**src/core/cal_pkg.sv**
```systemverilog
// constants and types shared by the calibration control block
package cal_pkg;

  localparam logic [7:0] ADDR_CTRL_ONE  = 8'h60;
  localparam logic [7:0] ADDR_CTRL_TWO  = 8'h61;
  localparam logic [7:0] ADDR_RING_RES  = 8'h62;
  localparam logic [7:0] ADDR_TIP_RES   = 8'h63;

  localparam int         BIT_SYS_CAL    = 6;
  localparam int         BIT_SPEEDUP    = 5;
  localparam int         STEP_FIELD_W   = 5;
  localparam int         NUM_STEPS      = 10;
  localparam int         RESULT_W       = 5;
  localparam int         TIMER_W        = 32;

  localparam logic [7:0] CTRL_ONE_RESET = 8'h00;
  localparam logic [7:0] CTRL_TWO_RESET = 8'h1F;
  localparam logic [4:0] RESULT_RESET   = 5'h10;

  localparam int         CLK_KHZ         = 125000;
  localparam int         SETTLE_LONG_MS  = 300;
  localparam int         SETTLE_SHORT_MS = 30;
  localparam int         SETTLE_LONG_CYC  = SETTLE_LONG_MS * CLK_KHZ;
  localparam int         SETTLE_SHORT_CYC = SETTLE_SHORT_MS * CLK_KHZ;

  typedef enum logic [1:0] {
    ST_IDLE,
    ST_SETTLE,
    ST_STEP
  } cal_state_t;

  typedef struct packed {
    logic       wr;
    logic       rd;
    logic [7:0] addr;
    logic [7:0] wdata;
  } reg_req_t;

  typedef struct packed {
    logic       load_ring;
    logic       load_tip;
    logic [4:0] value;
  } cal_result_t;

endpackage : cal_pkg

```
**src/core/cal_timer.sv**
```systemverilog
// down counter that pulses once when a loaded wait runs out
`timescale 1ns/100ps
`default_nettype none
module cal_timer #(
  parameter int W = 32
) (
  input  wire logic         clk,
  input  wire logic         rst_n,
  input  wire logic         load,
  input  wire logic [W-1:0] load_val,
  output logic              expired
);

  logic [W-1:0] count_r;
  logic [W-1:0] count_nxt;
  logic         expired_r;
  logic         expired_nxt;

  always_comb begin
    count_nxt   = count_r;
    expired_nxt = 1'b0;
    if (load) begin
      count_nxt = load_val;
    end else if (count_r != '0) begin
      count_nxt = count_r - 1'b1;
      if (count_r == {{(W-1){1'b0}}, 1'b1}) begin
        expired_nxt = 1'b1;
      end
    end
  end

  always_ff @(posedge clk or negedge rst_n) begin
    if (!rst_n) begin
      count_r   <= '0;
      expired_r <= 1'b0;
    end else begin
      count_r   <= count_nxt;
      expired_r <= expired_nxt;
    end
  end

  assign expired = expired_r;

endmodule : cal_timer
`default_nettype wire

```
**src/core/calibration_control_status.sv**
```systemverilog
// calibration control/status registers and step sequencer
//
// Overview of operation
// - writing one to bit 6 of the first control register launches a whole-device calibration.
// - bit 6 reads one while that calibration runs and zero when done or idle.
// - bit 5 picks the battery settle wait at the start: 300 ms when clear, 30 ms when set.
// - bit 4 of the first register enables the ring mismatch step and shows its status.
// - bit 3 of the first register enables the tip mismatch step and shows its status.
// - bit 2 of the first register enables the differential DAC gain step and shows its status.
// - bit 1 of the first register enables the common-mode DAC gain step and shows its status.
// - each step bit, current limit at bit 0 included, reads one while enabled or running and clears on completion.
// - bits 4 and 3 of the second register enable the two monitor ADC steps and report them.
// - setting bit 2 of the second register starts audio DAC offset calibration.
// - setting bit 1 of the second register starts audio ADC offset calibration.
// - setting bit 0 of the second register starts longitudinal balance calibration.
// - reserved upper bits of all these registers read zero.
// - the ring mismatch result is a 5-bit read/write field in the low bits of its register.
// - the tip mismatch result is a 5-bit read/write field in the low bits of the next register.
`timescale 1ns/100ps
`default_nettype none
module calibration_control_status
  import cal_pkg::*;
#(
  parameter int unsigned SETTLE_LONG_CYCLES  = SETTLE_LONG_CYC,
  parameter int unsigned SETTLE_SHORT_CYCLES = SETTLE_SHORT_CYC
) (
  input  wire logic                 clk,
  input  wire logic                 rst_n,
  input  wire reg_req_t             reg_req,
  output logic [7:0]                reg_rdata,
  output logic [NUM_STEPS-1:0]      step_req,
  input  wire logic                 step_done,
  input  wire cal_result_t          cal_result,
  output logic                      settle_active,
  output logic                      cal_busy
);

  cal_state_t                 state_r;
  cal_state_t                 state_nxt;
  logic                       sys_cal_r;
  logic                       sys_cal_nxt;
  logic                       speedup_r;
  logic                       speedup_nxt;
  logic [NUM_STEPS-1:0]       steps_r;
  logic [NUM_STEPS-1:0]       steps_nxt;
  logic [NUM_STEPS-1:0]       step_req_r;
  logic [NUM_STEPS-1:0]       step_req_nxt;
  logic [RESULT_W-1:0]        ring_res_r;
  logic [RESULT_W-1:0]        ring_res_nxt;
  logic [RESULT_W-1:0]        tip_res_r;
  logic [RESULT_W-1:0]        tip_res_nxt;
  logic [7:0]                 rdata_r;
  logic [7:0]                 rdata_nxt;
  logic                       timer_load;
  logic [TIMER_W-1:0]         timer_val;
  logic                       settle_done;
  logic [NUM_STEPS-1:0]       cur_step;
  logic                       wr_one;
  logic                       wr_two;

  // highest enabled step runs first: ring, tip, ... longitudinal balance
  function automatic logic [NUM_STEPS-1:0] top_step(input logic [NUM_STEPS-1:0] v);
    logic [NUM_STEPS-1:0] r;
    r = '0;
    for (int i = 0; i < NUM_STEPS; i++) begin
      if (v[i]) begin
        r = '0;
        r[i] = 1'b1;
      end
    end
    return r;
  endfunction : top_step

  cal_timer #(
    .W (TIMER_W)
  ) u_settle_timer (
    .clk      (clk),
    .rst_n    (rst_n),
    .load     (timer_load),
    .load_val (timer_val),
    .expired  (settle_done)
  );

  assign cur_step = top_step(steps_r);
  assign wr_one   = reg_req.wr && (reg_req.addr == ADDR_CTRL_ONE);
  assign wr_two   = reg_req.wr && (reg_req.addr == ADDR_CTRL_TWO);

  // sequencer and control bits
  always_comb begin
    state_nxt    = state_r;
    sys_cal_nxt  = sys_cal_r;
    speedup_nxt  = speedup_r;
    steps_nxt    = steps_r;
    step_req_nxt = step_req_r;
    timer_load   = 1'b0;
    timer_val    = (speedup_r ? TIMER_W'(SETTLE_SHORT_CYCLES)
                              : TIMER_W'(SETTLE_LONG_CYCLES));
    case (state_r)
      ST_IDLE: begin
        if (wr_one) begin
          speedup_nxt              = reg_req.wdata[BIT_SPEEDUP];
          steps_nxt[NUM_STEPS-1:STEP_FIELD_W] = reg_req.wdata[STEP_FIELD_W-1:0];
          if (reg_req.wdata[BIT_SYS_CAL]) begin
            sys_cal_nxt = 1'b1;
            state_nxt   = ST_SETTLE;
            timer_load  = 1'b1;
            timer_val   = (reg_req.wdata[BIT_SPEEDUP] ? TIMER_W'(SETTLE_SHORT_CYCLES)
                                                      : TIMER_W'(SETTLE_LONG_CYCLES));
          end
        end else if (wr_two) begin
          steps_nxt[STEP_FIELD_W-1:0] = reg_req.wdata[STEP_FIELD_W-1:0];
          if (reg_req.wdata[2:0] != 3'h0) begin
            state_nxt = ST_STEP;
          end
        end
      end
      ST_SETTLE: begin
        if (settle_done) begin
          state_nxt = ST_STEP;
        end
      end
      ST_STEP: begin
        if (step_req_r == '0) begin
          if (steps_r == '0) begin
            state_nxt   = ST_IDLE;
            sys_cal_nxt = 1'b0;
          end else begin
            step_req_nxt = cur_step;
          end
        end else if (step_done) begin
          steps_nxt    = steps_r & ~step_req_r;
          step_req_nxt = '0;
        end
      end
      default: begin
        state_nxt    = ST_IDLE;
        sys_cal_nxt  = 1'b0;
        step_req_nxt = '0;
      end
    endcase
  end

  always_ff @(posedge clk or negedge rst_n) begin
    if (!rst_n) begin
      state_r    <= ST_IDLE;
      sys_cal_r  <= CTRL_ONE_RESET[BIT_SYS_CAL];
      speedup_r  <= CTRL_ONE_RESET[BIT_SPEEDUP];
      steps_r    <= {CTRL_ONE_RESET[STEP_FIELD_W-1:0], CTRL_TWO_RESET[STEP_FIELD_W-1:0]};
      step_req_r <= '0;
    end else begin
      state_r    <= state_nxt;
      sys_cal_r  <= sys_cal_nxt;
      speedup_r  <= speedup_nxt;
      steps_r    <= steps_nxt;
      step_req_r <= step_req_nxt;
    end
  end

  // result fields; a result load from the engine wins over a software write
  always_comb begin
    ring_res_nxt = ring_res_r;
    tip_res_nxt  = tip_res_r;
    if (reg_req.wr && (reg_req.addr == ADDR_RING_RES)) begin
      ring_res_nxt = reg_req.wdata[RESULT_W-1:0];
    end
    if (reg_req.wr && (reg_req.addr == ADDR_TIP_RES)) begin
      tip_res_nxt = reg_req.wdata[RESULT_W-1:0];
    end
    if (cal_result.load_ring) begin
      ring_res_nxt = cal_result.value;
    end
    if (cal_result.load_tip) begin
      tip_res_nxt = cal_result.value;
    end
  end

  always_ff @(posedge clk or negedge rst_n) begin
    if (!rst_n) begin
      ring_res_r <= RESULT_RESET;
      tip_res_r  <= RESULT_RESET;
    end else begin
      ring_res_r <= ring_res_nxt;
      tip_res_r  <= tip_res_nxt;
    end
  end

  // read data, registered on the read strobe
  always_comb begin
    rdata_nxt = rdata_r;
    if (reg_req.rd) begin
      case (reg_req.addr)
        ADDR_CTRL_ONE: rdata_nxt = {1'b0, sys_cal_r, speedup_r,
                                    steps_r[NUM_STEPS-1:STEP_FIELD_W]};
        ADDR_CTRL_TWO: rdata_nxt = {3'h0, steps_r[STEP_FIELD_W-1:0]};
        ADDR_RING_RES: rdata_nxt = {3'h0, ring_res_r};
        ADDR_TIP_RES:  rdata_nxt = {3'h0, tip_res_r};
        default:       rdata_nxt = 8'h00;
      endcase
    end
  end

  always_ff @(posedge clk or negedge rst_n) begin
    if (!rst_n) begin
      rdata_r <= 8'h00;
    end else begin
      rdata_r <= rdata_nxt;
    end
  end

  assign reg_rdata     = rdata_r;
  assign step_req      = step_req_r;
  assign settle_active = (state_r == ST_SETTLE);
  assign cal_busy      = (state_r != ST_IDLE);

endmodule : calibration_control_status
`default_nettype wire

```
**config.mk**
```make
export PLATFORM = sky130hd
export DESIGN_NAME = calibration_control_status
export DESIGN_NICKNAME = d
export VERILOG_FILES = /design/src/core/cal_pkg.sv /design/src/core/cal_timer.sv /design/src/core/calibration_control_status.sv
export SDC_FILE = /design/constraint.sdc
export NUM_CORES = 1
export LEC_CHECK = 0
export BUFFER_PORTS_ARGS = -buffer_cell sky130_fd_sc_hd__buf_4
export CAP_MARGIN = 15
export CORE_ASPECT_RATIO = 1.2
export CORE_MARGIN = 4
export CORE_UTILIZATION = 40
export CTS_CLUSTER_SIZE = 10
export DETAILED_ROUTE_END_ITERATION = 10
export GPL_TIMING_DRIVEN = 0
export SLEW_MARGIN = 20
export SYNTH_ARGS = -nofsm -noshare
export SYNTH_HDL_FRONTEND = slang
export SYNTH_SLANG_ARGS = --single-unit
```
**constraint.sdc**
```tcl
create_clock -name clk -period 3 [get_ports clk]
set_input_delay 0.3 -clock clk [delete_from_list [all_inputs] [get_ports clk]]
set_output_delay 0.3 -clock clk [all_outputs]
set_load 0.005 [all_outputs]
```
==> results.sh <==
export IMPL_status="complete, no violations"
export IMPL_synthCells=416
export IMPL_diodes=0
export IMPL_pin_count=48
export IMPL_leakagePower_nw=1.86
export IMPL_cp_slowest_cell="nor4_1"
export IMPL_layout_common_cells="dfrtp_1 (67), buf_4 (45), nand2_1 (39)"
export IMPL_grtUsageTotal_pct=18.9
export IMPL_register_area_um2=1860
export IMPL_cp_num_buf_inv=1
export IMPL_clkLatencyLatePin_ns=0.34
export IMPL_grt_first_pass_wirelength_um=17700
export IMPL_dpl_cell_count=582
export IMPL_cts_tree="yes"
export IMPL_dr_first_iter_drc_count=121
export IMPL_final_common_cell="dfrtp_1"
export IMPL_cp_end_kind="flop"
export IMPL_cts_setup_buffers=0
export IMPL_rsz0062_at_grt="false"
export IMPL_synthesis_area_um2=4010
export IMPL_die_area_um2=11700
export IMPL_dieHeight_um=118
export IMPL_arrival_ns=2.95
export IMPL_drt_wl_total_um=10500
export IMPL_cp_required_ns=3.18
export IMPL_ys_seq_elements=74
export IMPL_fmax_mhz=361
export IMPL_synth_edf_count=0
export IMPL_cpPeakStageDelay_ns=0.58
export IMPL_cellPowerDensity_nw_per_um2=541
export IMPL_drive_gt1_share_pct=18.7
export IMPL_relSlewSlack_pct=32.6
export IMPL_critPathKind="flop to flop"
export IMPL_core_area_um2=9660
export IMPL_hold_viol=0
export IMPL_initial_core_util_pct=41.5
export IMPL_grt_max_degree=75
export IMPL_fillers=924
export IMPL_cts_root_buf="clkbuf_16"
export IMPL_setup_violations=0
export IMPL_timing_final_crit_share_pct=92.3
export IMPL_hold_buffers=0
export IMPL_grt_overflow=0
export IMPL_synth_seq_area_share_pct=46.5
export IMPL_irDropWorstVdd_uv=381
export IMPL_cap_violations=0
export IMPL_finalNonFillerCells=598
export IMPL_avgViaCountPerCell=5.74
export IMPL_rows=39
export IMPL_worst_pin_slew_ns=1.00
export IMPL_drv_slew=0
export IMPL_fin_skew_ns=0.00579
export IMPL_gp_congestion=0.863
export IMPL_layout_nets=500
export IMPL_timing_hold_ws_ns=0.103
export IMPL_cts_made_buffers=9
export IMPL_drc_errors=0
export IMPL_wl_per_cell_um=17.5
export IMPL_fp_dieW_um=99.3
export IMPL_synthFlopType="dfrtp_1"
export IMPL_path_max_fanout=10
export IMPL_ctsResizeCount=0
export IMPL_grt_pass1_vias=3431
export IMPL_path_cells="nor4_1 > nand4_1 > nor3_1 > clkbuf_1 > or4_1 > nand3_1"
export IMPL_synth_cell_types=60
export IMPL_fin_tns_setup_ns=0
export IMPL_ys_warn_count=0
export IMPL_hpwl_um=7560
export IMPL_multiInputGateArea_um2=2010
export IMPL_critPathLaunchType="flop"
export IMPL_vias=3430
export IMPL_syn_nets=446
export IMPL_htree_levels=3
export IMPL_dr_pass1_iters=4
export IMPL_hold_path_class="primary input to async pin"
export IMPL_cts_sinks=74
export IMPL_clk_path_buf_depth=2
export IMPL_synthArstFlopShare_pct=100
export IMPL_critPathTopFamily="simple AND/OR/NAND/NOR gates"
export IMPL_antenna_found_initial=0
export IMPL_antenna_left=0
export IMPL_avgSynthCellArea_um2=9.63
export IMPL_path_clk_slew_ns=0.06
export IMPL_area_delta_synth_final_pct=21.5
export IMPL_fin_crit_ns=2.77
export IMPL_io_buffers=43
-- logic make-up after synthesis --
logic type | after synthesis | synth area share (%)
AOI/OAI and AO/OA | 108 | 18.4
xor gates and xnor gates | 14 | 3.06
adders and majority gates | 2 | 0.625
buffers and inverters | 37 | 3.65
DFF | 74 | 46.5
muxes | 19 | 5.09
other | 1 | 0.0936
and+or+nand+nor | 161 | 22.6
-- cells in the mapped netlist, types with 6 or more instances --
cell type,number,area (µm²)
a211oi_1,6,45.0
a21oi_1,32,160
clkbuf_1,15,56.3
dfrtp_1,67,1680
dfstp_2,7,184
inv_1,17,63.8
mux2i_1,17,170
nand2_1,39,146
nand2b_1,7,43.8
nand3_1,8,40.0
nor2_1,27,101
nor3_1,10,50.1
nor4_1,11,68.8
o21ai_0,10,50.1
o21ai_1,17,85.1
o22ai_1,6,37.5
o31ai_1,8,60.1
or3_1,11,68.8
or4_1,16,120
xnor2_1,12,105
-- final timing paths --
| kind | start | endpoint | slack, ns | depth (start not counted) |
|---|---|---|---|---|
| max in group asynchronous | rst_n | step_req[3]$_DFFE_PN0P_ | 2.24 | 1 |
| hold reg to reg | ring_res_r[4]$_DFFE_PN1P_ | ring_res_r[4]$_DFFE_PN1P_ | 0.47 | 2 |
| min in group clk | reg_req[4] | steps_r[4]$_DFFE_PN1P_ | 0.20 | 3 |
| setup / recovery | u_settle_timer.count_r[25]$_DFFE_PN0P_ | u_settle_timer.count_r[21]$_DFFE_PN0P_ | 0.23 | 6 |
| setup reg to reg | u_settle_timer.count_r[25]$_DFFE_PN0P_ | u_settle_timer.count_r[21]$_DFFE_PN0P_ | 0.23 | 6 |
| hold / removal | rst_n | ring_res_r[2]$_DFFE_PN0P_ | 0.10 | 1 |
-- registers in the layout, indices dropped and copies added, names as in the netlist --
| signal | count |
|---|---|
| u_settle_timer.count_r | 32 |
| tip_res_r | 5 |
| speedup_r | 1 |
| step_req | 10 |
| ring_res_r | 5 |
| state_r | 2 |
| sys_cal_r | 1 |
| u_settle_timer.expired | 1 |
| steps_r | 10 |
| reg_rdata | 7 |
-- power breakdown --
group / switching (W) / total (W) / internal (W)
sequential: 0.0000537 / 0.00111 / 0.00105
clock: 0.000429 / 0.00135 / 0.000919
combinational: 0.0000994 / 0.000178 / 0.0000785
-- layer usage --
| metal | up-vias | track usage [%] | part of all wire (%) |
|---|---|---|---|
| li1 | 1660 | - | - |
| met1 | 1689 | 24.1 | 43 |
| met2 | 66 | 31.6 | 51 |
| met3 | 15 | 2.85 | 4.0 |
| met4 | 0 | 7.69 | 2.0 |
| met5 | - | 0 | 0 |
-- final cells by class --
class | count | share of cell area [%]
clock inverters | 5 | 2.57
repair buffers | 43 | 6.63
clock buffers | 11 | 4.99
plain buffers | 20 | 1.70
flip-flops and latches | 74 | 38.2
multi-input cells | 305 | 41.4
inverters | 17 | 1.31
well taps | 123 | 3.16
-- per-stage QoR --
step                      area, µm²  total power (W)  util (%)  worst slack [ns]
final                          4870          0.00263      50.4             0.231
after global routing           4870          0.00272      50.4            0.0165
after detailed placement       4490          0.00130      46.5             0.202
after global placement         4480          0.00130      46.4             0.107
after CTS                      4860          0.00264      50.3             0.144
after floorplan                4010          0.00121         -             0.557
No activity file was read; power rests on OpenSTA's default activity.
